--- src/hdl/fpc_pkg.sv ---
// Shared constants, types and decode functions for the front-panel control block.
package fpc_pkg;

	// Clock rate and time figures, each with its derived cycle count.
	localparam int CLK_HZ = 10_000_000;
	localparam int BLINK_S = 15;
	localparam int BLINK_CYC = BLINK_S * CLK_HZ;
	localparam int FLASH_MS = 250;
	localparam int FLASH_CYC = FLASH_MS * (CLK_HZ / 1000);
	localparam int DEB_MS = 5;
	localparam int DEB_CYC = DEB_MS * (CLK_HZ / 1000);

	// Bit positions of the button and status pin groups.
	localparam int BTN_MODE = 0;
	localparam int BTN_RIGHT = 1;
	localparam int BTN_LEFT = 2;
	localparam int NBTN = 3;
	localparam int STS_PWR = 0;
	localparam int STS_REFV = 1;
	localparam int STS_REFL = 2;
	localparam int NSTS = 3;

	// Parameter indices; presets sit above the panel sections.
	localparam logic [3:0] P_GRP = 4'h0;
	localparam logic [3:0] P_VAR = 4'h1;
	localparam logic [3:0] P_AUD = 4'h2;
	localparam logic [3:0] P_SLT = 4'h3;
	localparam logic [3:0] P_STD = 4'h4;
	localparam logic [3:0] P_MOD = 4'h5;
	localparam logic [3:0] P_HDF = 4'h6;
	localparam logic [3:0] P_AUX1 = 4'h7;
	localparam logic [3:0] P_REF = 4'hA;
	localparam logic [3:0] P_PRE1 = 4'hB;
	localparam int NPAR = 14;
	localparam int NSEC = 3;
	localparam int NAUX = 3;
	localparam int NPRE = 3;
	localparam int NGRP = 7;
	localparam int NHDF = 4;
	localparam logic [3:0] PAR_RST = 4'h0;

	// Pattern groups and their variant limits.
	localparam logic [3:0] GRP_BLACK = 4'h0;
	localparam logic [3:0] GRP_BARS = 4'h1;
	localparam logic [3:0] GRP_PRE1 = 4'h4;
	localparam logic [3:0] GRP_MAX = 4'h6;
	localparam logic [3:0] VAR_BLACK_MAX = 4'h2;
	localparam logic [3:0] VAR_BARS_MAX = 4'h5;
	localparam logic [3:0] PRESET_MAX = 4'hE;

	// Aux sources: 0 linear_timecode, 1..8 AES pairs, 9 silence, 10 word clock, 11 6 Hz.
	localparam logic [3:0] AUX_LTC = 4'h0;
	localparam logic [3:0] AUX_AES1 = 4'h1;
	localparam logic [3:0] AUX_SILENCE = 4'h9;
	localparam logic [3:0] AUX_WCLK = 4'hA;
	localparam logic [3:0] AUX_PULSE6 = 4'hB;

	// Reference types: 525, 625, 10 MHz clock, tri_level_sync; HD formats in lamp order.
	localparam logic [3:0] REF_MAX = 4'h3;
	localparam logic [3:0] HDF_MAX = 4'h3;
	localparam logic [3:0] BIN_MAX = 4'h1;

	typedef struct packed {
		logic [3:0] idx;
		logic [3:0] val;
	} fpc_wr_t;

	typedef struct packed {
		logic [3:0] grp;
		logic [3:0] variant;
		logic [3:0] preset;
	} fpc_pat_t;

	typedef enum logic [1:0] {ST_IDLE, ST_BROWSE, ST_VALUE} fpc_state_t;

	// Highest legal value of a parameter, given the current pattern group.
	function automatic logic [3:0] parMax(input logic [3:0] idx, input logic [3:0] grp);
		if (idx == P_GRP) return GRP_MAX;
		if (idx == P_VAR) return (grp == GRP_BLACK) ? VAR_BLACK_MAX :
			(grp == GRP_BARS) ? VAR_BARS_MAX : 4'h0;
		if (idx == P_HDF) return HDF_MAX;
		if (idx >= P_AUX1 && idx < P_REF) return AUX_PULSE6;
		if (idx == P_REF) return REF_MAX;
		if (idx >= P_PRE1) return PRESET_MAX;
		return BIN_MAX;
	endfunction

	// First and last parameter of each panel section.
	function automatic logic [3:0] secFirst(input logic [1:0] sec);
		return (sec == 2'h0) ? P_GRP : (sec == 2'h1) ? P_STD : P_AUX1;
	endfunction

	function automatic logic [3:0] secLast(input logic [1:0] sec);
		return (sec == 2'h0) ? P_SLT : (sec == 2'h1) ? P_HDF : P_REF;
	endfunction

endpackage

--- src/hdl/fpc_sync.sv ---
// Three-stage pin synchroniser with agreement filter and rising-edge pulse.
`timescale 1ns/1ps
module fpc_sync #(
	parameter int W = 1
) (
	input wire logic mclk,
	input wire logic rst_b,
	input wire logic sampleEn,
	input wire logic [W-1:0] pinIn,
	output logic [W-1:0] lvl,
	output logic [W-1:0] rise
);

	logic [W-1:0] s1_r;
	logic [W-1:0] s2_r;
	logic [W-1:0] s3_r;

	// Shift the chain on each sample tick; slow ticks also reject bounce.
	always_ff @(posedge mclk or negedge rst_b) begin
		if (!rst_b) begin
			s1_r <= '0;
			s2_r <= '0;
			s3_r <= '0;
		end else if (sampleEn) begin
			s1_r <= pinIn;
			s2_r <= s1_r;
			s3_r <= s2_r;
		end
	end

	// A bit changes only once stages two and three agree.
	always_ff @(posedge mclk or negedge rst_b) begin
		if (!rst_b) begin
			lvl <= '0;
			rise <= '0;
		end else begin
			for (int i = 0; i < W; i++) begin
				rise[i] <= 1'b0;
				if (s2_r[i] == s3_r[i]) begin
					rise[i] <= s3_r[i] & ~lvl[i];
					lvl[i] <= s3_r[i];
				end
			end
		end
	end

endmodule

--- src/hdl/fpc_panel.sv ---
// Front-panel edit state machine, setting store, commit timer and lamp drive.
`timescale 1ns/1ps
module fpc_panel
	import fpc_pkg::*;
#(
	parameter int BLINK_CYCLES = BLINK_CYC,
	parameter int FLASH_CYCLES = FLASH_CYC,
	parameter int DEB_CYCLES = DEB_CYC
) (
	input wire logic mclk,
	input wire logic rst_b,
	input wire logic [NBTN-1:0] btnPin,
	input wire logic [NSTS-1:0] stsPin,
	input wire logic hostWr,
	input wire fpc_wr_t hostReq,
	input wire logic loadWr,
	input wire fpc_wr_t loadReq,
	output logic nvWr,
	output fpc_wr_t nvReq,
	output logic [NGRP-1:0] patLamp,
	output logic audioLamp,
	output logic slateLamp,
	output logic [NHDF-1:0] hdLamp,
	output logic refLamp,
	output logic [1:0] stdLamp,
	output logic [1:0] modeLamp,
	output logic pwrLamp,
	output logic editOn,
	output logic valueOn,
	output logic [1:0] focusSec,
	output logic [3:0] focusSel,
	output fpc_pat_t sdiPattern,
	output fpc_pat_t cpstPattern,
	output logic cpstStd,
	output logic hdMode,
	output logic [1:0] hdFormat,
	output logic audioEmbed,
	output logic slateOn,
	output logic [NAUX-1:0][3:0] auxSel,
	output logic [1:0] refType
);

	localparam int BW = $clog2(BLINK_CYCLES + 1);
	localparam int FW = $clog2(FLASH_CYCLES + 1);
	localparam int DW = $clog2(DEB_CYCLES + 1);

	if (BLINK_CYCLES < 2 || FLASH_CYCLES < 2 || DEB_CYCLES < 1) begin : g_bad
		$error("fpc_panel: timing counts too small");
	end

	fpc_state_t state_r;
	logic [1:0] sec_r;
	logic [3:0] sel_r;
	logic [3:0] par_r [NPAR];
	logic [NPAR-1:0] dirty_r;
	logic [BW-1:0] blinkCnt_r;
	logic blinkRun_r;
	logic commit_r;
	logic nvHost_r;
	logic [FW-1:0] flashCnt_r;
	logic phase_r;
	logic [DW-1:0] debCnt_r;
	logic debTick;
	logic [NBTN-1:0] btnLvl;
	logic [NBTN-1:0] btnRise;
	logic [NSTS-1:0] stsLvl;
	logic modePress;
	logic rOnly;
	logic lOnly;
	logic bothArm;
	logic editEn;
	logic [3:0] editVal;
	logic [3:0] selMax;
	logic expire;
	logic commitGo;
	logic [3:0] cIdx;
	logic hostOk;
	logic loadOk;
	logic [NPAR-1:0] dirtySet;
	logic [NPAR-1:0] dirtyClr;

	// Lowest pending index, for the one-per-cycle commit walk.
	function automatic logic [3:0] lowestSet(input logic [NPAR-1:0] v);
		logic [3:0] r;
		r = 4'h0;
		for (int i = NPAR - 1; i >= 0; i--) begin
			if (v[i]) r = 4'(i);
		end
		return r;
	endfunction

	// Lamp on when its condition holds, gated by the flash phase while pending.
	function automatic logic lampOn(input logic on, input logic pend, input logic ph);
		return on & (~pend | ph);
	endfunction

	// Debounce sample tick for the buttons.
	always_ff @(posedge mclk or negedge rst_b) begin
		if (!rst_b) begin
			debCnt_r <= '0;
			debTick <= 1'b0;
		end else begin
			debTick <= (debCnt_r == DW'(DEB_CYCLES - 1));
			debCnt_r <= (debCnt_r == DW'(DEB_CYCLES - 1)) ? '0 : debCnt_r + 1'b1;
		end
	end

	fpc_sync #(.W(NBTN)) u_btn (
		.mclk(mclk),
		.rst_b(rst_b),
		.sampleEn(debTick),
		.pinIn(btnPin),
		.lvl(btnLvl),
		.rise(btnRise)
	);

	fpc_sync #(.W(NSTS)) u_sts (
		.mclk(mclk),
		.rst_b(rst_b),
		.sampleEn(1'b1),
		.pinIn(stsPin),
		.lvl(stsLvl),
		.rise()
	);

	// Button decode: pressing both arrows toggles between stepping and value change.
	assign modePress = btnRise[BTN_MODE];
	assign rOnly = btnRise[BTN_RIGHT] & ~btnLvl[BTN_LEFT] & ~btnRise[BTN_LEFT];
	assign lOnly = btnRise[BTN_LEFT] & ~btnLvl[BTN_RIGHT] & ~btnRise[BTN_RIGHT];
	assign bothArm = (btnRise[BTN_RIGHT] & btnLvl[BTN_LEFT]) |
		(btnRise[BTN_LEFT] & btnLvl[BTN_RIGHT]);
	assign selMax = parMax(sel_r, par_r[P_GRP]);
	assign editEn = (state_r == ST_VALUE) & ~modePress & (rOnly | lOnly);
	assign editVal = rOnly ? ((par_r[sel_r] >= selMax) ? 4'h0 : par_r[sel_r] + 4'h1) :
		((par_r[sel_r] == 4'h0) ? selMax : par_r[sel_r] - 4'h1);
	assign hostOk = hostWr & (hostReq.idx < 4'(NPAR));
	assign loadOk = loadWr & (loadReq.idx < 4'(NPAR));

	// Edit focus: mode enters and tabs sections, arrows walk within one.
	always_ff @(posedge mclk or negedge rst_b) begin
		if (!rst_b) begin
			state_r <= ST_IDLE;
			sec_r <= 2'h0;
			sel_r <= P_GRP;
		end else if (modePress) begin
			if (state_r == ST_IDLE || sec_r == 2'(NSEC - 1)) begin
				state_r <= (state_r == ST_IDLE) ? ST_BROWSE : ST_IDLE;
				sec_r <= 2'h0;
				sel_r <= secFirst(2'h0);
			end else begin
				state_r <= ST_BROWSE;
				sec_r <= sec_r + 2'h1;
				sel_r <= secFirst(sec_r + 2'h1);
			end
		end else if (state_r != ST_IDLE && bothArm) begin
			state_r <= (state_r == ST_BROWSE) ? ST_VALUE : ST_BROWSE;
		end else if (state_r == ST_BROWSE && rOnly) begin
			sel_r <= (sel_r == secLast(sec_r)) ? secFirst(sec_r) : sel_r + 4'h1;
		end else if (state_r == ST_BROWSE && lOnly) begin
			sel_r <= (sel_r == secFirst(sec_r)) ? secLast(sec_r) : sel_r - 4'h1;
		end
	end

	// Setting store; presets are outside every section, so only the host and restore ports reach them.
	always_ff @(posedge mclk or negedge rst_b) begin
		if (!rst_b) begin
			for (int i = 0; i < NPAR; i++) par_r[i] <= PAR_RST;
		end else begin
			for (int i = 0; i < NPAR; i++) begin
				if (hostOk && hostReq.idx == 4'(i)) begin
					par_r[i] <= (hostReq.val > parMax(4'(i), par_r[P_GRP])) ?
						parMax(4'(i), par_r[P_GRP]) : hostReq.val;
				end else if (loadOk && loadReq.idx == 4'(i)) begin
					par_r[i] <= (loadReq.val > parMax(4'(i), par_r[P_GRP])) ?
						parMax(4'(i), par_r[P_GRP]) : loadReq.val;
				end else if (editEn && sel_r == 4'(i)) begin
					par_r[i] <= editVal;
				end else if (4'(i) == P_VAR && editEn && sel_r == P_GRP) begin
					par_r[i] <= 4'h0;
				end
			end
		end
	end

	// Pending marks: a new edit wins over a clear in the same cycle.
	always_comb begin
		dirtySet = '0;
		dirtyClr = '0;
		if (editEn) dirtySet[sel_r] = 1'b1;
		if (hostOk) dirtyClr[hostReq.idx] = 1'b1;
		if (commitGo) dirtyClr[cIdx] = 1'b1;
	end

	always_ff @(posedge mclk or negedge rst_b) begin
		if (!rst_b) dirty_r <= '0;
		else dirty_r <= (dirty_r & ~dirtyClr) | dirtySet;
	end

	// Blink timer, restarted by every edit.
	assign expire = blinkRun_r & (blinkCnt_r == '0);

	always_ff @(posedge mclk or negedge rst_b) begin
		if (!rst_b) begin
			blinkRun_r <= 1'b0;
			blinkCnt_r <= '0;
		end else if (editEn) begin
			blinkRun_r <= 1'b1;
			blinkCnt_r <= BW'(BLINK_CYCLES - 1);
		end else if (blinkRun_r) begin
			if (blinkCnt_r == '0) blinkRun_r <= 1'b0;
			else blinkCnt_r <= blinkCnt_r - 1'b1;
		end
	end

	// Commit walk starts only at expiry and stops on a fresh edit.
	assign cIdx = lowestSet(dirty_r);
	assign commitGo = commit_r & (|dirty_r) & ~hostOk & ~blinkRun_r;

	always_ff @(posedge mclk or negedge rst_b) begin
		if (!rst_b) commit_r <= 1'b0;
		else if (editEn) commit_r <= 1'b0;
		else if (expire) commit_r <= 1'b1;
		else if (dirty_r == '0) commit_r <= 1'b0;
	end

	// Storage write port: host writes go straight through, panel edits at expiry.
	always_ff @(posedge mclk or negedge rst_b) begin
		if (!rst_b) begin
			nvWr <= 1'b0;
			nvReq <= '0;
			nvHost_r <= 1'b0;
		end else begin
			nvWr <= hostOk | commitGo;
			nvHost_r <= hostOk;
			if (hostOk) begin
				nvReq.idx <= hostReq.idx;
				nvReq.val <= (hostReq.val > parMax(hostReq.idx, par_r[P_GRP])) ?
					parMax(hostReq.idx, par_r[P_GRP]) : hostReq.val;
			end else if (commitGo) begin
				nvReq.idx <= cIdx;
				nvReq.val <= par_r[cIdx];
			end
		end
	end

	// Flash divider: phase toggles every quarter second while anything is pending.
	always_ff @(posedge mclk or negedge rst_b) begin
		if (!rst_b) begin
			flashCnt_r <= '0;
			phase_r <= 1'b1;
		end else if (dirty_r == '0) begin
			flashCnt_r <= '0;
			phase_r <= 1'b1;
		end else if (flashCnt_r == FW'(FLASH_CYCLES - 1)) begin
			flashCnt_r <= '0;
			phase_r <= ~phase_r;
		end else begin
			flashCnt_r <= flashCnt_r + 1'b1;
		end
	end

	// Lamp drive, one register per lamp.
	always_ff @(posedge mclk or negedge rst_b) begin
		if (!rst_b) begin
			patLamp <= '0;
			hdLamp <= '0;
			audioLamp <= 1'b0;
			slateLamp <= 1'b0;
			stdLamp <= '0;
			modeLamp <= '0;
			refLamp <= 1'b0;
			pwrLamp <= 1'b0;
		end else begin
			for (int g = 0; g < NGRP; g++) begin
				patLamp[g] <= lampOn(par_r[P_GRP] == 4'(g),
					dirty_r[P_GRP] | dirty_r[P_VAR], phase_r);
			end
			for (int h = 0; h < NHDF; h++) begin
				hdLamp[h] <= lampOn(par_r[P_HDF] == 4'(h), dirty_r[P_HDF], phase_r);
			end
			audioLamp <= lampOn(par_r[P_AUD][0], dirty_r[P_AUD], phase_r);
			slateLamp <= lampOn(par_r[P_SLT][0], dirty_r[P_SLT], phase_r);
			stdLamp[0] <= lampOn(~par_r[P_STD][0], dirty_r[P_STD], phase_r);
			stdLamp[1] <= lampOn(par_r[P_STD][0], dirty_r[P_STD], phase_r);
			modeLamp[0] <= lampOn(~par_r[P_MOD][0], dirty_r[P_MOD], phase_r);
			modeLamp[1] <= lampOn(par_r[P_MOD][0], dirty_r[P_MOD], phase_r);
			refLamp <= stsLvl[STS_REFV] & stsLvl[STS_REFL];
			pwrLamp <= stsLvl[STS_PWR];
		end
	end

	// Settings and focus outputs, registered for the video and aux generators.
	always_ff @(posedge mclk or negedge rst_b) begin
		if (!rst_b) begin
			sdiPattern <= '0;
			cpstPattern <= '0;
			cpstStd <= 1'b0;
			hdMode <= 1'b0;
			hdFormat <= '0;
			audioEmbed <= 1'b0;
			slateOn <= 1'b0;
			auxSel <= '0;
			refType <= '0;
			editOn <= 1'b0;
			valueOn <= 1'b0;
			focusSec <= '0;
			focusSel <= '0;
		end else begin
			sdiPattern.grp <= par_r[P_GRP];
			sdiPattern.variant <= par_r[P_VAR];
			sdiPattern.preset <= (par_r[P_GRP] >= GRP_PRE1) ?
				par_r[P_PRE1 + par_r[P_GRP] - GRP_PRE1] : 4'h0;
			cpstPattern.grp <= par_r[P_GRP];
			cpstPattern.variant <= par_r[P_VAR];
			cpstPattern.preset <= (par_r[P_GRP] >= GRP_PRE1) ?
				par_r[P_PRE1 + par_r[P_GRP] - GRP_PRE1] : 4'h0;
			cpstStd <= par_r[P_STD][0];
			hdMode <= par_r[P_MOD][0];
			hdFormat <= par_r[P_HDF][1:0];
			audioEmbed <= par_r[P_AUD][0];
			slateOn <= par_r[P_SLT][0];
			for (int a = 0; a < NAUX; a++) auxSel[a] <= par_r[P_AUX1 + 4'(a)];
			refType <= par_r[P_REF][1:0];
			editOn <= (state_r != ST_IDLE);
			valueOn <= (state_r == ST_VALUE);
			focusSec <= sec_r;
			focusSel <= sel_r;
		end
	end
endmodule

--- config.mk ---
export PLATFORM = sky130hd
export DESIGN_NAME = fpc_panel
export DESIGN_NICKNAME = d
export VERILOG_FILES = /design/src/hdl/fpc_pkg.sv /design/src/hdl/fpc_sync.sv /design/src/hdl/fpc_panel.sv
export SDC_FILE = /design/constraint.sdc
export NUM_CORES = 1
export LEC_CHECK = 0
export BUFFER_PORTS_ARGS = -buffer_cell sky130_fd_sc_hd__buf_2
export CORE_ASPECT_RATIO = 0.5
export CORE_MARGIN = 2
export CORE_UTILIZATION = 61
export CTS_CLUSTER_DIAMETER = 120
export DETAILED_ROUTE_END_ITERATION = 8
export PLACE_DENSITY = 0.91
export RECOVER_POWER = 25
export REMOVE_ABC_BUFFERS = 1
export SLEW_MARGIN = 5
export SYNTH_ARGS = -nofsm -noshare
export SYNTH_HDL_FRONTEND = slang
export SYNTH_HIERARCHICAL = 1
export SYNTH_SLANG_ARGS = --single-unit
--- constraint.sdc ---
create_clock -name mclk -period 4.8 [get_ports mclk]
set_clock_uncertainty 0.15 [all_clocks]
set_input_delay 0.96 -clock mclk [delete_from_list [all_inputs] [get_ports mclk]]
set_output_delay 0.96 -clock mclk [all_outputs]
set_load 0.01 [all_outputs]
Word level (Yosys, flattened, before mapping). Cells that the tools add are included.

Reductions and logical operators: 86. Bitwise gates (word level): 69. Multiplexer cells: 299. Equal/unequal tests: 65. Add/sub/neg operators: 10. Order comparisons: 42.

Operators with widths (number): $mux 4 (169); $mux 1 (94); $gt 4x4->1 (21); $mux 28 (3); $eq 4x4->1 const B (18); $eq 4x3->1 const B (15); $logic_and 1x1->1 (50); $bmux 4 s4 (3); $reduce_bool 3->1 (15); $mux 22 (2); $mux 14 (3); $eq 4x2->1 const B (10); $and 1x1->1 (35); $logic_not 28->1 (1); $or 14x14->14 (2); $sub 28x1->28 const B (1); $mux 3 (9); $logic_not 4->1 (6); $add 22x1->22 const B (1); $eq 22x22->1 const B (1); $eq 4x1->1 const B (5); $mux 2 (10); $not 1->1 (17); $add 16x1->16 const B (1); 35 further kinds (79).

Register bits: 243. Word-level logic and storage cells: 636.

Depth between registers and ports, before layout. Gate-level depths: netlist (run 1).

Depth in word-level cells: 33. Gate-level depth with buffers: 18. Depth with buffers taken out: 14.

Cells and area by module. Netlist (run 1), hierarchy kept.

By module, submodules not included: fpc_panel (times used 1, area each 12705.9 sq um, seq. area each 5406.4 sq um, cells an instance 1353); fpc_sync (times used 2, area each 578.1 sq um, seq. area each 375.4 sq um, cells an instance 31).

Worst setup path after synthesis (run 1). Ideal clock, no wire load.

Path kind: register to register. Start point: reg par_r[52] (netlist bit). End point: reg nvReq[2] (netlist bit). Cell stages (with the launch flop): 17. Arrival: 3.841 ns. Clock period less this slack: 4.073 ns. Required time: 4.568 ns. Path buffers: 2. Setup time: 0.082 ns. Setup slack: 0.727 ns. Cell sequence: dfrtp_1 > buf_1 > inv_1 > ha_1 > clkbuf_1 > and2_1 > inv_1 > a211oi_1 > a211oi_1 > ha_1 > nor2b_1 > o21a_1 > o21a_1 > o21ai_0 > mux2_2 > a21o_1 > a31oi_1.

Longest elaborated chain between the ends: 20.

Ends and longest elaborated chain: start, declared (RTL line fpc_panel.sv:54) `logic [3:0] par_r [NPAR];`; start signal, assigned by index (RTL line fpc_panel.sv:171) `par_r[i] <= (hostReq.val > parMax(4'(i), par_r[P_GRP])) ?`; start signal, assigned by index (RTL line fpc_panel.sv:174) `par_r[i] <= (loadReq.val > parMax(4'(i), par_r[P_GRP])) ?`; start signal, assigned by index (RTL line fpc_panel.sv:177) `par_r[i] <= editVal;`; $eq 4x1->1 (RTL line fpc_pkg.sv:80) `(grp == GRP_BARS) ? VAR_BARS_MAX : 4'h0;`; $mux 3 (RTL line fpc_pkg.sv:80); $mux 3 (*) (RTL line fpc_pkg.sv:79) `if (idx == P_VAR) return (grp == GRP_BLACK) ? VAR_BLACK_MAX :`; $mux 4 (*) (2 in series) (RTL line fpc_pkg.sv:79); $mux 4 (*) (RTL line fpc_panel.sv:235) `if (hostOk) begin`; $mux 4 (RTL line fpc_pkg.sv:81) `if (idx == P_HDF) return HDF_MAX;`; $mux 4 (RTL line fpc_pkg.sv:82) `if (idx >= P_AUX1 && idx < P_REF) return AUX_PULSE6;`; $mux 4 (RTL line fpc_pkg.sv:83) `if (idx == P_REF) return REF_MAX;`; (+3 left out); $mux 4 (RTL line fpc_pkg.sv:83); $mux 4 (RTL line fpc_pkg.sv:82); $mux 4 (*) (RTL line fpc_pkg.sv:81); $mux 4 (*) (RTL line fpc_pkg.sv:79); $mux 4 (RTL line fpc_panel.sv:235); $gt 4x4->1 (RTL line fpc_panel.sv:237) `nvReq.val <= (hostReq.val > parMax(hostReq.idx, par_r[P_GRP])) ?`; $mux 4 (*) (RTL line fpc_panel.sv:237); $mux 8 (*) (RTL line fpc_panel.sv:235); end, declared (RTL line fpc_panel.sv:19) `output fpc_wr_t nvReq,`.

Every way passes the cells marked *; elsewhere a longest branch is shown, timed or not. The select of a mux whose other input is x is not followed. A chain may end at the register's enable or synchronous reset.

Worst setup path after layout (run 1).
Start point: reg sel_r[0]. End point: reg par_r[55] (netlist bit).

Longest elaborated chain between the ends: 19.

Ends and longest elaborated chain: start, declared (RTL line fpc_panel.sv:53) `logic [3:0] sel_r;`; start signal, assigned (RTL line fpc_panel.sv:149) `sel_r <= secFirst(2'h0);`; start signal, assigned (RTL line fpc_panel.sv:153) `sel_r <= secFirst(sec_r + 2'h1);`; start signal, assigned (RTL line fpc_panel.sv:158) `sel_r <= (sel_r == secLast(sec_r)) ? secFirst(sec_r) : sel_r + 4'h1;`; $ge 4x4->1 or $eq 4x1->1 (tied branches) (RTL line fpc_pkg.sv:84, fpc_pkg.sv:79); $mux 1 or $mux 4 (tied branches) (2 in series) (RTL line fpc_pkg.sv:84, fpc_pkg.sv:79); $mux 1 or $mux 4 (tied branches) (RTL line fpc_pkg.sv:83, fpc_pkg.sv:81); $mux 1 or $mux 4 (tied branches) (RTL line fpc_pkg.sv:82); $mux 1 or $mux 4 (tied branches) (RTL line fpc_pkg.sv:81, fpc_pkg.sv:83); $mux 1 or $mux 4 (tied branches) (RTL line fpc_pkg.sv:79, fpc_pkg.sv:84); $mux 4 (RTL line fpc_pkg.sv:85) `return BIN_MAX;`; $mux 4 (RTL line fpc_pkg.sv:84) `if (idx >= P_PRE1) return PRESET_MAX;`; $mux 4 (RTL line fpc_pkg.sv:83); $mux 4 (RTL line fpc_pkg.sv:82); $mux 4 (RTL line fpc_pkg.sv:81); $mux 4 (RTL line fpc_pkg.sv:79); $ge 4x4->1 (RTL line fpc_panel.sv:134) `assign editVal = rOnly ? ((par_r[sel_r] >= selMax) ? 4'h0 : par_r[sel_r] + 4'h1) :`; $mux 4 (2 in series) (RTL line fpc_panel.sv:134); $mux 4 (RTL line fpc_panel.sv:176) `end else if (editEn && sel_r == 4'(i)) begin`; $mux 4 (RTL line fpc_panel.sv:173) `end else if (loadOk && loadReq.idx == 4'(i)) begin`; $mux 4 (RTL line fpc_panel.sv:170) `if (hostOk && hostReq.idx == 4'(i)) begin`.

Parallel ways exist; a longest one is shown, timed or not. The select of a mux whose other input is x is not followed.

==> impl_metrics.env, run 1 <==
export IMPL_status="complete, but fails checks"
export IMPL_violations="max-capacitance violations, max-slew violations"
export IMPL_overflow=0
export IMPL_clockBufferDepth=3
export IMPL_max_slew_margin_pct=-95.36
export IMPL_core_um2=21920
export IMPL_cts_resized=0
export IMPL_post_route_util_pct=69.40
export IMPL_vias_per_cell=6.822
export IMPL_min_to="pwrLamp"
export IMPL_critical_path_max_stage_delay_ns=0.70
export IMPL_endpoint_kind="flip-flop"
export IMPL_die_h_um=110.2
export IMPL_die_x_um=216.4
export IMPL_root_buffer="clkbuf_16"
export IMPL_setup_violations=0
export IMPL_min_from="u_sts/lvl[0]"
export IMPL_postSynthCellCount=1409
export IMPL_gp_congestion=1.040
export IMPL_r2r_end="par_r[55]"
export IMPL_h_tree_depth=1
export IMPL_drt_iter0_markers=1732
export IMPL_postLayoutCellArea_um2=15210
export IMPL_dieArea_um2=23850
export IMPL_critPathRequiredTime_ns=5.10
export IMPL_worst_slew_pin_slew_ns=2.930
export IMPL_fin_crit_ns=4.399
export IMPL_portBuffers=105
export IMPL_final_cells=1807
export IMPL_arrival_ns=4.70
export IMPL_rsz0062_at_grt="no"
export IMPL_drive_gt1_share_pct=14.94
export IMPL_grt_pass1_vias=11820
export IMPL_grt_max_degree=114
export IMPL_finalCritPeriodShare_pct=91.66
export IMPL_ir_drop_uv=310.2
export IMPL_cts_tree="done"
export IMPL_placedInstanceArea_um2=14510
export IMPL_fmax_ghz=0.2273
export IMPL_holdWs_ns=0.2555
export IMPL_critPathSlowestCell="dfrtp_1"
export IMPL_worstSetupPathType="reg2reg"
export IMPL_hold_violations=0
export IMPL_postSynthAreaPerCell_um2=9.766
export IMPL_syn_cell_area_um2=13760
export IMPL_hold_buffers=0
export IMPL_ios=106
export IMPL_clk_pin_slew_ns=0.07
export IMPL_dp_cells=1764
export IMPL_dr_total_vias=12330
export IMPL_clk_latency_ns=0.54
export IMPL_routed_wl_um=45680
export IMPL_track_usage_pct=38.89
export IMPL_cts_made_buffers=23
export IMPL_wl_per_cell_um=25.28
export IMPL_timing_rr_start="sel_r[0]"
export IMPL_dpl_hpwl_um=32590
export IMPL_start_kind="flip-flop"
export IMPL_first_pass_iters=5
export IMPL_grt_pass1_wl_um=69870
export IMPL_antenna_left=0
export IMPL_nets=1547
export IMPL_drc=0
export IMPL_p_leak_nw=6.915
export IMPL_maxSlewViolCount=113
export IMPL_path_cells="buf_4, buf_4, mux4_1, mux2i_1, mux2i_1, ha_1, o21ai_0, o21a_1, o31ai_1, a21oi_1, a21oi_4, a211oi_2"
export IMPL_initial_core_util_pct=62.78
export IMPL_r2r_cells=12
export IMPL_tns_ns=0
export IMPL_syn2layout_area_growth_pct=10.54
export IMPL_worstHoldPathType="reg2reg"
export IMPL_clock_sinks=243
export IMPL_p_per_area_nw_per_um2=418.2
export IMPL_maxCapViolCount=1
export IMPL_holdPathStages=0
export IMPL_post_cts_buffers=0
export IMPL_path_max_fanout=13
export IMPL_rrSetupSlack_ns=0.40
export IMPL_row_count=38
export IMPL_ys_warn_count=6
export IMPL_antenna_found_initial=1
export IMPL_fillers=1615
-- worst max-delay path: cells and delay by family (launching register included) --
| kind | cells | cell delay [ns] |
|---|---|---|
| buffers and inverters | 2 | 0.55 |
| adder cells (fa/ha/maj) | 1 | 0.32 |
| flip-flops | 1 | 0.70 |
| multiplexers | 3 | 0.95 |
| AO/OA/AOI/OAI | 6 | 1.61 |
-- sequential cells by signal, summed over array words and instances, names as in the netlist, 7 cells and up --
| signal | cells |
|---|---|
| blinkCnt_r | 28 |
| nvReq | 8 |
| patLamp | 7 |
| auxSel | 12 |
| flashCnt_r | 22 |
| cpstPattern | 12 |
| debCnt_r | 16 |
| par_r | 56 |
| dirty_r | 14 |
-- stage by stage --
step	total power [mW]	setup slack, ns
finish	6.361	0.4005
global route	6.605	0.1786
CTS	6.320	0.4898
detailed placement	4.355	0.5567
global placement	4.320	0.6077
floorplan	3.577	0.3719
-- layout by cell type, fill, tap and decap left out, types with 12 or more instances in the layout --
master	instances
and2_1	15
mux2_1	18
nor4_1	14
o31ai_1	12
nand3_1	51
a31oi_1	24
buf_4	22
o211ai_1	17
or3_1	14
nor2_1	149
o21ai_0	68
a22oi_1	17
ha_1	32
mux2i_1	42
nand4_1	19
clkbuf_16	23
nor2b_1	20
nor3_1	34
xnor2_1	34
a21oi_1	52
a211oi_1	22
xor2_1	26
buf_2	104
inv_1	40
dfrtp_1	242
nand2b_1	13
nand2_1	132
mux4_2	15
and3_1	19
-- how the worst max path moves through the flow --
| stage | startpoint | to | slack (ns) | depth (start not counted) |
|---|---|---|---|---|
| floorplan | sel_r[0] | par_r[2] | 0.37 | 11 |
| global placement | sel_r[0] | par_r[31] | 0.61 | 12 |
| detailed placement | sel_r[0] | par_r[31] | 0.56 | 12 |
| CTS | sel_r[0] | par_r[55] | 0.49 | 12 |
| global route | sel_r[0] | par_r[35] | 0.18 | 12 |
| finish | sel_r[0] | par_r[55] | 0.40 | 12 |
-- metal layers --
layer	vias to the layer above	part of all wire [%]	track usage [%]
met1	6044	40	51.92
li1	5315	-	-
met3	159	12	10.97
met2	810	44	61.03
met4	0	3.8	15.26
met5	-	0	0
-- area by class of cell --
type	count	area (µm²)	share of cell area [%]
Multi-Input combinational cell	1044	7058	46.40
Sequential cell	243	6082	39.99
Timing Repair Buffer	135	737.0	4.845
Clock buffer	28	614.3	4.039
Tap cell	300	375.4	2.468
Clock inverter	14	183.9	1.209
Inverter	42	157.7	1.036
Antenna cell	1	2.502	0.01645
-- power breakdown --
group          internal [mW]  switching, mW  total, mW
registers               2.32          0.360       2.68
clock network           1.13          0.847       1.98
logic                  0.660           1.04       1.70
total                   4.11           2.25       6.36
(Power assumes the default switching activity.)
==> inputs of run 2 (changes only) <==
- SYNTH_HIERARCHICAL: 1 -> default
==> run 2 against run 1 <==
Worst hold slack got worse by 0.057 ns. Critical path type unchanged. Highest routed layer is now met5. The run still ends with max-capacitance violations, max-slew violations left. Combinational power barely moved. Global-route usage fell by 0.93 points. Flip-flop and latch count did not move. Clock power fell by 4%.
==> impl_metrics.env, run 2 <==
export IMPL_status="complete, but fails checks"
export IMPL_violations="max-capacitance violations, max-slew violations"
export IMPL_die_x_um=212.4
export IMPL_fin_crit_ns=4.344
export IMPL_postLayoutCellArea_um2=14730
export IMPL_swShare_pct=35.34
export IMPL_overflow=0
export IMPL_worst_slew_pin_slew_ns=3.048
export IMPL_drc=0
export IMPL_switchingPower_mw=2.206
export IMPL_hold_buffers=0
export IMPL_path_max_fanout=23
export IMPL_tns_ns=0
export IMPL_portBuffers=105
export IMPL_largest_reg_flops=56
export IMPL_yosysTopAreaCell="dfrtp_1"
export IMPL_postSynthAreaPerCell_um2=9.653
export IMPL_arrival_ns=4.63
export IMPL_antenna_left=0
export IMPL_die_h_um=108.2
export IMPL_regMostFlops="par_r"
export IMPL_dp_cells=1728
export IMPL_ys_seq_area_share_pct=45.92
export IMPL_clockPowerShare_pct=30.6
export IMPL_critPathSlowestCell="dfrtp_1"
export IMPL_maxSlewViolCount=120
export IMPL_root_buffer="clkbuf_16"
export IMPL_vias_per_cell=6.737
export IMPL_p_leak_nw=6.667
export IMPL_comb_power_share_pct=27.3
export IMPL_gp_congestion=1.066
export IMPL_ys_top_cells_by_area="dfrtp_1, nand2_1, mux4_2"
export IMPL_syn2layout_area_growth_pct=11.24
export IMPL_synth_top_area_share_pct=45.73
export IMPL_crit_family="compound AO/OA/AOI/OAI gates"
export IMPL_layout_common_cells="dfrtp_1, nand2_1, nor2_1, buf_2, o21ai_0"
export IMPL_syn_cell_area_um2=13240
export IMPL_cts_tree="done"
export IMPL_worstHoldPathType="reg2reg"
export IMPL_post_cts_buffers=0
export IMPL_critPathRequiredTime_ns=5.09
export IMPL_synth_cell_type_count=76
export IMPL_crit_buf_inv=3
export IMPL_finalCritPeriodShare_pct=90.51
export IMPL_critical_path_max_stage_delay_ns=0.92
export IMPL_core_um2=21490
export IMPL_cts_resized=0
export IMPL_grt_pass1_vias=11360
export IMPL_dr_total_vias=11910
export IMPL_clock_sinks=243
export IMPL_maxCapViolCount=1
export IMPL_ys_warn_count=0
export IMPL_endpoint_kind="flip-flop"
export IMPL_hold_violations=0
export IMPL_worstSetupPathType="reg2reg"
export IMPL_grt_max_degree=121
export IMPL_grt_pass1_wl_um=65560
export IMPL_row_count=38
export IMPL_cts_made_buffers=22
export IMPL_async_flop_share_pct=100.0
export IMPL_nets=1510
export IMPL_wl_per_cell_um=24.41
export IMPL_reg_top3="par_r x56, blinkCnt_r x28, flashCnt_r x22"
export IMPL_setup_violations=0
export IMPL_synth_edf_count=0
export IMPL_drive_gt1_share_pct=14.60
export IMPL_dpl_hpwl_um=30550
export IMPL_placedInstanceArea_um2=14000
export IMPL_h_tree_depth=1
export IMPL_final_common_cell="dfrtp_1"
export IMPL_ir_drop_uv=321.2
export IMPL_power_total_mw=6.242
export IMPL_max_slew_margin_pct=-103.2
export IMPL_initial_core_util_pct=61.63
export IMPL_drt_iter0_markers=1508
export IMPL_start_kind="flip-flop"
export IMPL_dieArea_um2=22980
export IMPL_routed_wl_um=43130
export IMPL_ios=106
export IMPL_p_per_area_nw_per_um2=423.7
export IMPL_antenna_found_initial=2
export IMPL_first_pass_iters=6
export IMPL_yosysMostFrequentCell="dfrtp_1"
export IMPL_clk_latency_ns=0.54
export IMPL_final_cells=1767
export IMPL_ys_ff_latch=243
export IMPL_path_cells="inv_1, ha_1, a21oi_1, a21oi_1, a31oi_1, ha_1, nand2b_1, a21o_1, a21o_1, a211oi_1, buf_4, o32ai_1, nor3_1, a21oi_2, buf_4, a211oi_1"
export IMPL_track_usage_pct=37.96
export IMPL_fillers=1662
export IMPL_synthFlopType="dfrtp_1"
export IMPL_fmax_ghz=0.2302
export IMPL_intPower_mw=4.036
export IMPL_postSynthCellCount=1372
export IMPL_rsz0062_at_grt="no"
export IMPL_clk_pin_slew_ns=0.07
export IMPL_synth_common_cells="dfrtp_1, nand2_1, nor2_1, o21ai_0, a21oi_1"
export IMPL_p_seq_share_pct=42.2
export IMPL_clockBufferDepth=3
==> run 2: cell count changes in the layout (fill, tap and decap cells not counted), moves of 11 or more <==
cell     previous run  this run
mux2_1             18         0
a21oi_1            52        63
o21ai_0            68        82
nand2_1           132       144
nor3_1             34        49
nor2_1            149       123
==> run 2: kinds of logic after synthesis <==
logic type                 Yosys count  synth area share [%]
DFF                                243                 45.92
xor gates and xnor gates            56                 3.703
muxes                               76                 7.898
buffers and inverters              108                 3.599
AOI/OAI and AO/OA                  318                 15.60
and+or+nand+nor                    535                 19.95
adders and majority gates           36                 3.325
==> run 2: area by class of cell <==
class                   count  area (µm²)  area share (%)
flip-flops and latches    243        6082           41.28
clock inverters             9       151.4           1.028
multi-input cells        1021        6690           45.41
clock buffers              29       608.1           4.127
inverters                  36       135.1          0.9172
diodes                      1       2.502         0.01699
well taps                 300       375.4           2.548
repair buffers            128       688.2           4.671
==> run 2: path summary, 6_finish.rpt <==
check / start / end / slack, ns / cells after the start
worst max-delay path: sel_r[1] / par_r[55] / 0.46 / 16
worst min-delay path: u_sts.s1_r[0] / u_sts.s2_r[0] / 0.20 / 0
worst max register to register: sel_r[1] / par_r[55] / 0.46 / 16
worst min register to register: u_sts.s1_r[0] / u_sts.s2_r[0] / 0.20 / 0
max in group asynchronous: rst_b / flashCnt_r[7] / 1.46 / 1
min in group asynchronous: rst_b / blinkCnt_r[12] / 1.26 / 1
==> run 2: power by group through the flow <==
| stage | logic [mW] | registers, mW | clock network (mW) |
|---|---|---|---|
| detailed placement | 1.64 | 2.64 | 0 |
| global placement | 1.60 | 2.63 | 0 |
| global route | 1.81 | 2.64 | 2.01 |
| finish | 1.70 | 2.63 | 1.91 |
| CTS | 1.65 | 2.61 | 1.93 |
| floorplan | 0.885 | 2.61 | 0 |
==> run 2: stage by stage <==
step	worst slack, ns	utilization (%)	hold WS [ns]
global placement	0.7065	65.16	0.1840
floorplan	0.2645	-	0.1812
detailed placement	0.5896	65.16	0.1862
finish	0.4556	68.55	0.1988
CTS	0.5656	68.69	0.2011
global route	0.2122	68.54	0.2149
==> run 2: metal layers <==
metal / GRT usage, % / routed length (µm) / up-vias
li1: - / - / 5173
met1: 51.63 / 17040 / 5773
met2: 56.58 / 18490 / 790
met3: 12.00 / 5638 / 165
met4: 16.08 / 1926 / 4
met5: 0 / 24 / -
==> inputs of run 3 (changes only) <==
- CORE_UTILIZATION: 61 -> 55
- MAX_ROUTING_LAYER: default -> met4
- PLACE_DENSITY: 0.91 -> 0.87
- clock period: 4.8 -> 3.69 ns (I/O delays scaled with it)
==> run 3 against run 2 <==
The flow now finishes without violations. Via count is 3.7% higher. Utilization is 2.8 points lower. Highest routed layer is now met4. Die area is 11% higher. Clock power is 40% higher. Clock-buffer cell count stayed put. Worst hold slack worse by 0.098 ns. Routed wire length is 4.1% higher. Critical path depth is 1 lower. Cell area is 6.3% higher. Non-clock buffer count is 89 higher. Combinational power is 52% higher.
==> impl_metrics.env, run 3 (synthesis results as in run 2) <==
export IMPL_clk_pin_slew_ns=0.07
export IMPL_dp_cells=1823
export IMPL_initial_core_util_pct=55.59
export IMPL_crit_cells=15
export IMPL_postLayoutCellArea_um2=15670
export IMPL_clk_latency_ns=0.54
export IMPL_dpl_hpwl_um=33070
export IMPL_cts_made_buffers=23
export IMPL_startpoint="sel_r[0]"
export IMPL_worst_slew_pin_slew_ns=0.8976
export IMPL_track_usage_pct=36.25
export IMPL_dieArea_um2=25410
export IMPL_fin_crit_ns=3.659
export IMPL_final_common_cell="dfrtp_1"
export IMPL_status="finished, final reports clean"
export IMPL_drive_gt1_share_pct=20.85
export IMPL_setup_slack_ns=0.03095
export IMPL_path_max_fanout=7
export IMPL_routed_wl_um=44910
export IMPL_fmax_ghz=0.2733
export IMPL_antenna_found_initial=1
export IMPL_critical_path_max_stage_delay_ns=0.50
export IMPL_dr_total_vias=12350
export IMPL_finalCritPeriodShare_pct=99.16
export IMPL_vias_per_cell=6.587
export IMPL_arrival_ns=3.97
export IMPL_regMostFlops="par_r"
export IMPL_regArea_um2=6083
export IMPL_first_pass_iters=6
export IMPL_p_leak_nw=7.141
export IMPL_portBuffers=105
export IMPL_power_total_mw=8.587
export IMPL_hold_buffers=0
export IMPL_crit_end="par_r[15]"
export IMPL_antenna_left=0
export IMPL_r2r_cells=15
export IMPL_post_route_util_pct=65.76
export IMPL_gp_congestion=1.081
export IMPL_rrSetupSlack_ns=0.03
export IMPL_max_slew_margin_pct=40.16
export IMPL_maxCapViolCount=0
export IMPL_row_count=40
export IMPL_cts_tree="done"
export IMPL_die_x_um=223.5
export IMPL_core_um2=23820
export IMPL_wl_per_cell_um=23.95
export IMPL_worstSetupPathType="reg2reg"
export IMPL_critPathSlowestCell="mux4_2"
export IMPL_nets=1600
export IMPL_critPathRequiredTime_ns=4.00
export IMPL_p_per_area_nw_per_um2=548.1
export IMPL_ios=106
export IMPL_path_cells="buf_12, mux4_2, a22oi_2, mux2_4, ha_4, nand2b_4, a21o_1, a21o_1, a211oi_2, buf_4, o32ai_1, nor3_2, a21oi_2, buf_6, a211oi_2"
export IMPL_place_ws_ns=-0.1427
export IMPL_layout_common_cells="dfrtp_1, nand2_1, nor2_1, buf_2, buf_4"
export IMPL_grt_pass1_wl_um=68250
export IMPL_largest_reg_flops=56
export IMPL_holdWs_ns=0.1005
export IMPL_root_buffer="clkbuf_16"
export IMPL_grt_pass1_vias=11770
export IMPL_reg_top3="par_r x56, blinkCnt_r x28, flashCnt_r x22"
export IMPL_ir_drop_uv=310.8
export IMPL_placedInstanceArea_um2=14650
export IMPL_endpoint_kind="flip-flop"
export IMPL_start_kind="flip-flop"
export IMPL_crit_buf_inv=3
export IMPL_grt_max_degree=104
export IMPL_final_cells=1875
export IMPL_overflow=0
export IMPL_drt_iter0_markers=1478
export IMPL_clockBufferDepth=3
export IMPL_rsz0062_at_grt="yes"
export IMPL_r2r_end="par_r[15]"
export IMPL_fillers=1870
export IMPL_die_h_um=113.7
export IMPL_clock_sinks=243
export IMPL_worstHoldPathType="in2async"
export IMPL_maxSlewViolCount=0
export IMPL_syn2layout_area_growth_pct=18.29
export IMPL_tns_ns=0
export IMPL_timing_rr_start="sel_r[0]"
export IMPL_h_tree_depth=1
export IMPL_setup_violations=0
export IMPL_multi_input_area_um2=6833
export IMPL_drc=0
export IMPL_hold_violations=0
export IMPL_crit_family="compound AO/OA/AOI/OAI gates"
-- run 3: changes by cell type in the layout (fill, tap and decap cells not counted), moves of 3 or more --
cell / previous run / this run
buf_6: 0 / 3
a211oi_2: 0 / 8
a22oi_1: 11 / 8
a211oi_1: 30 / 22
buf_4: 16 / 81
clkbuf_8: 1 / 4
clkbuf_1: 11 / 24
a21oi_2: 1 / 5
buf_12: 1 / 4
ha_1: 32 / 28
a21oi_1: 63 / 59
ha_2: 0 / 3
a22oi_2: 1 / 4
-- run 3: per-layer routing --
layer,global-route usage [%],share of wire (%),routed length (µm)
met4,13.91,4.5,2011
met1,49.04,41,18240
met3,9.531,13,5662
met5,-,0,0
met2,52.73,42,18990
-- run 3: worst min-delay path by stage --
stage	from	endpoint	cells after the start
floorplan	u_sts.s1_r[0]	u_sts.s2_r[0]	0
global placement	u_sts.s1_r[0]	u_sts.s2_r[0]	0
detailed placement	u_sts.s1_r[2]	u_sts.s2_r[2]	0
CTS	rst_b	blinkCnt_r[24]	1
global route	stsPin[0]	u_sts.s1_r[0]	1
finish	rst_b	blinkCnt_r[26]	1
-- run 3: cell type report --
| class | instances | area share [%] |
|---|---|---|
| Antenna cell | 1 | 0.01597 |
| Sequential cell | 243 | 38.83 |
| Clock inverter | 13 | 1.278 |
| Timing Repair Buffer | 217 | 8.809 |
| Clock buffer | 29 | 4.073 |
| Multi-Input combinational cell | 1021 | 43.61 |
| Tap cell | 315 | 2.516 |
| Inverter | 36 | 0.8626 |
-- run 3: power by group --
part	internal [mW]	switching (mW)	leakage [nW]
combinational	0.996	1.59	3.59
sequential	3.01	0.313	3.14
clock	1.58	1.09	0.414
total	5.59	3.00	7.14
-- run 3: timing repair --
| item | 4_1_cts | 5_1_grt |
|---|---|---|
| setup buffers | 0 | 8 |
| setup endpoints to repair | 25 | 52 |
| resized for setup | 7 | 32 |
| pin swaps | 0 | 15 |
| gates cloned | 0 | 1 |
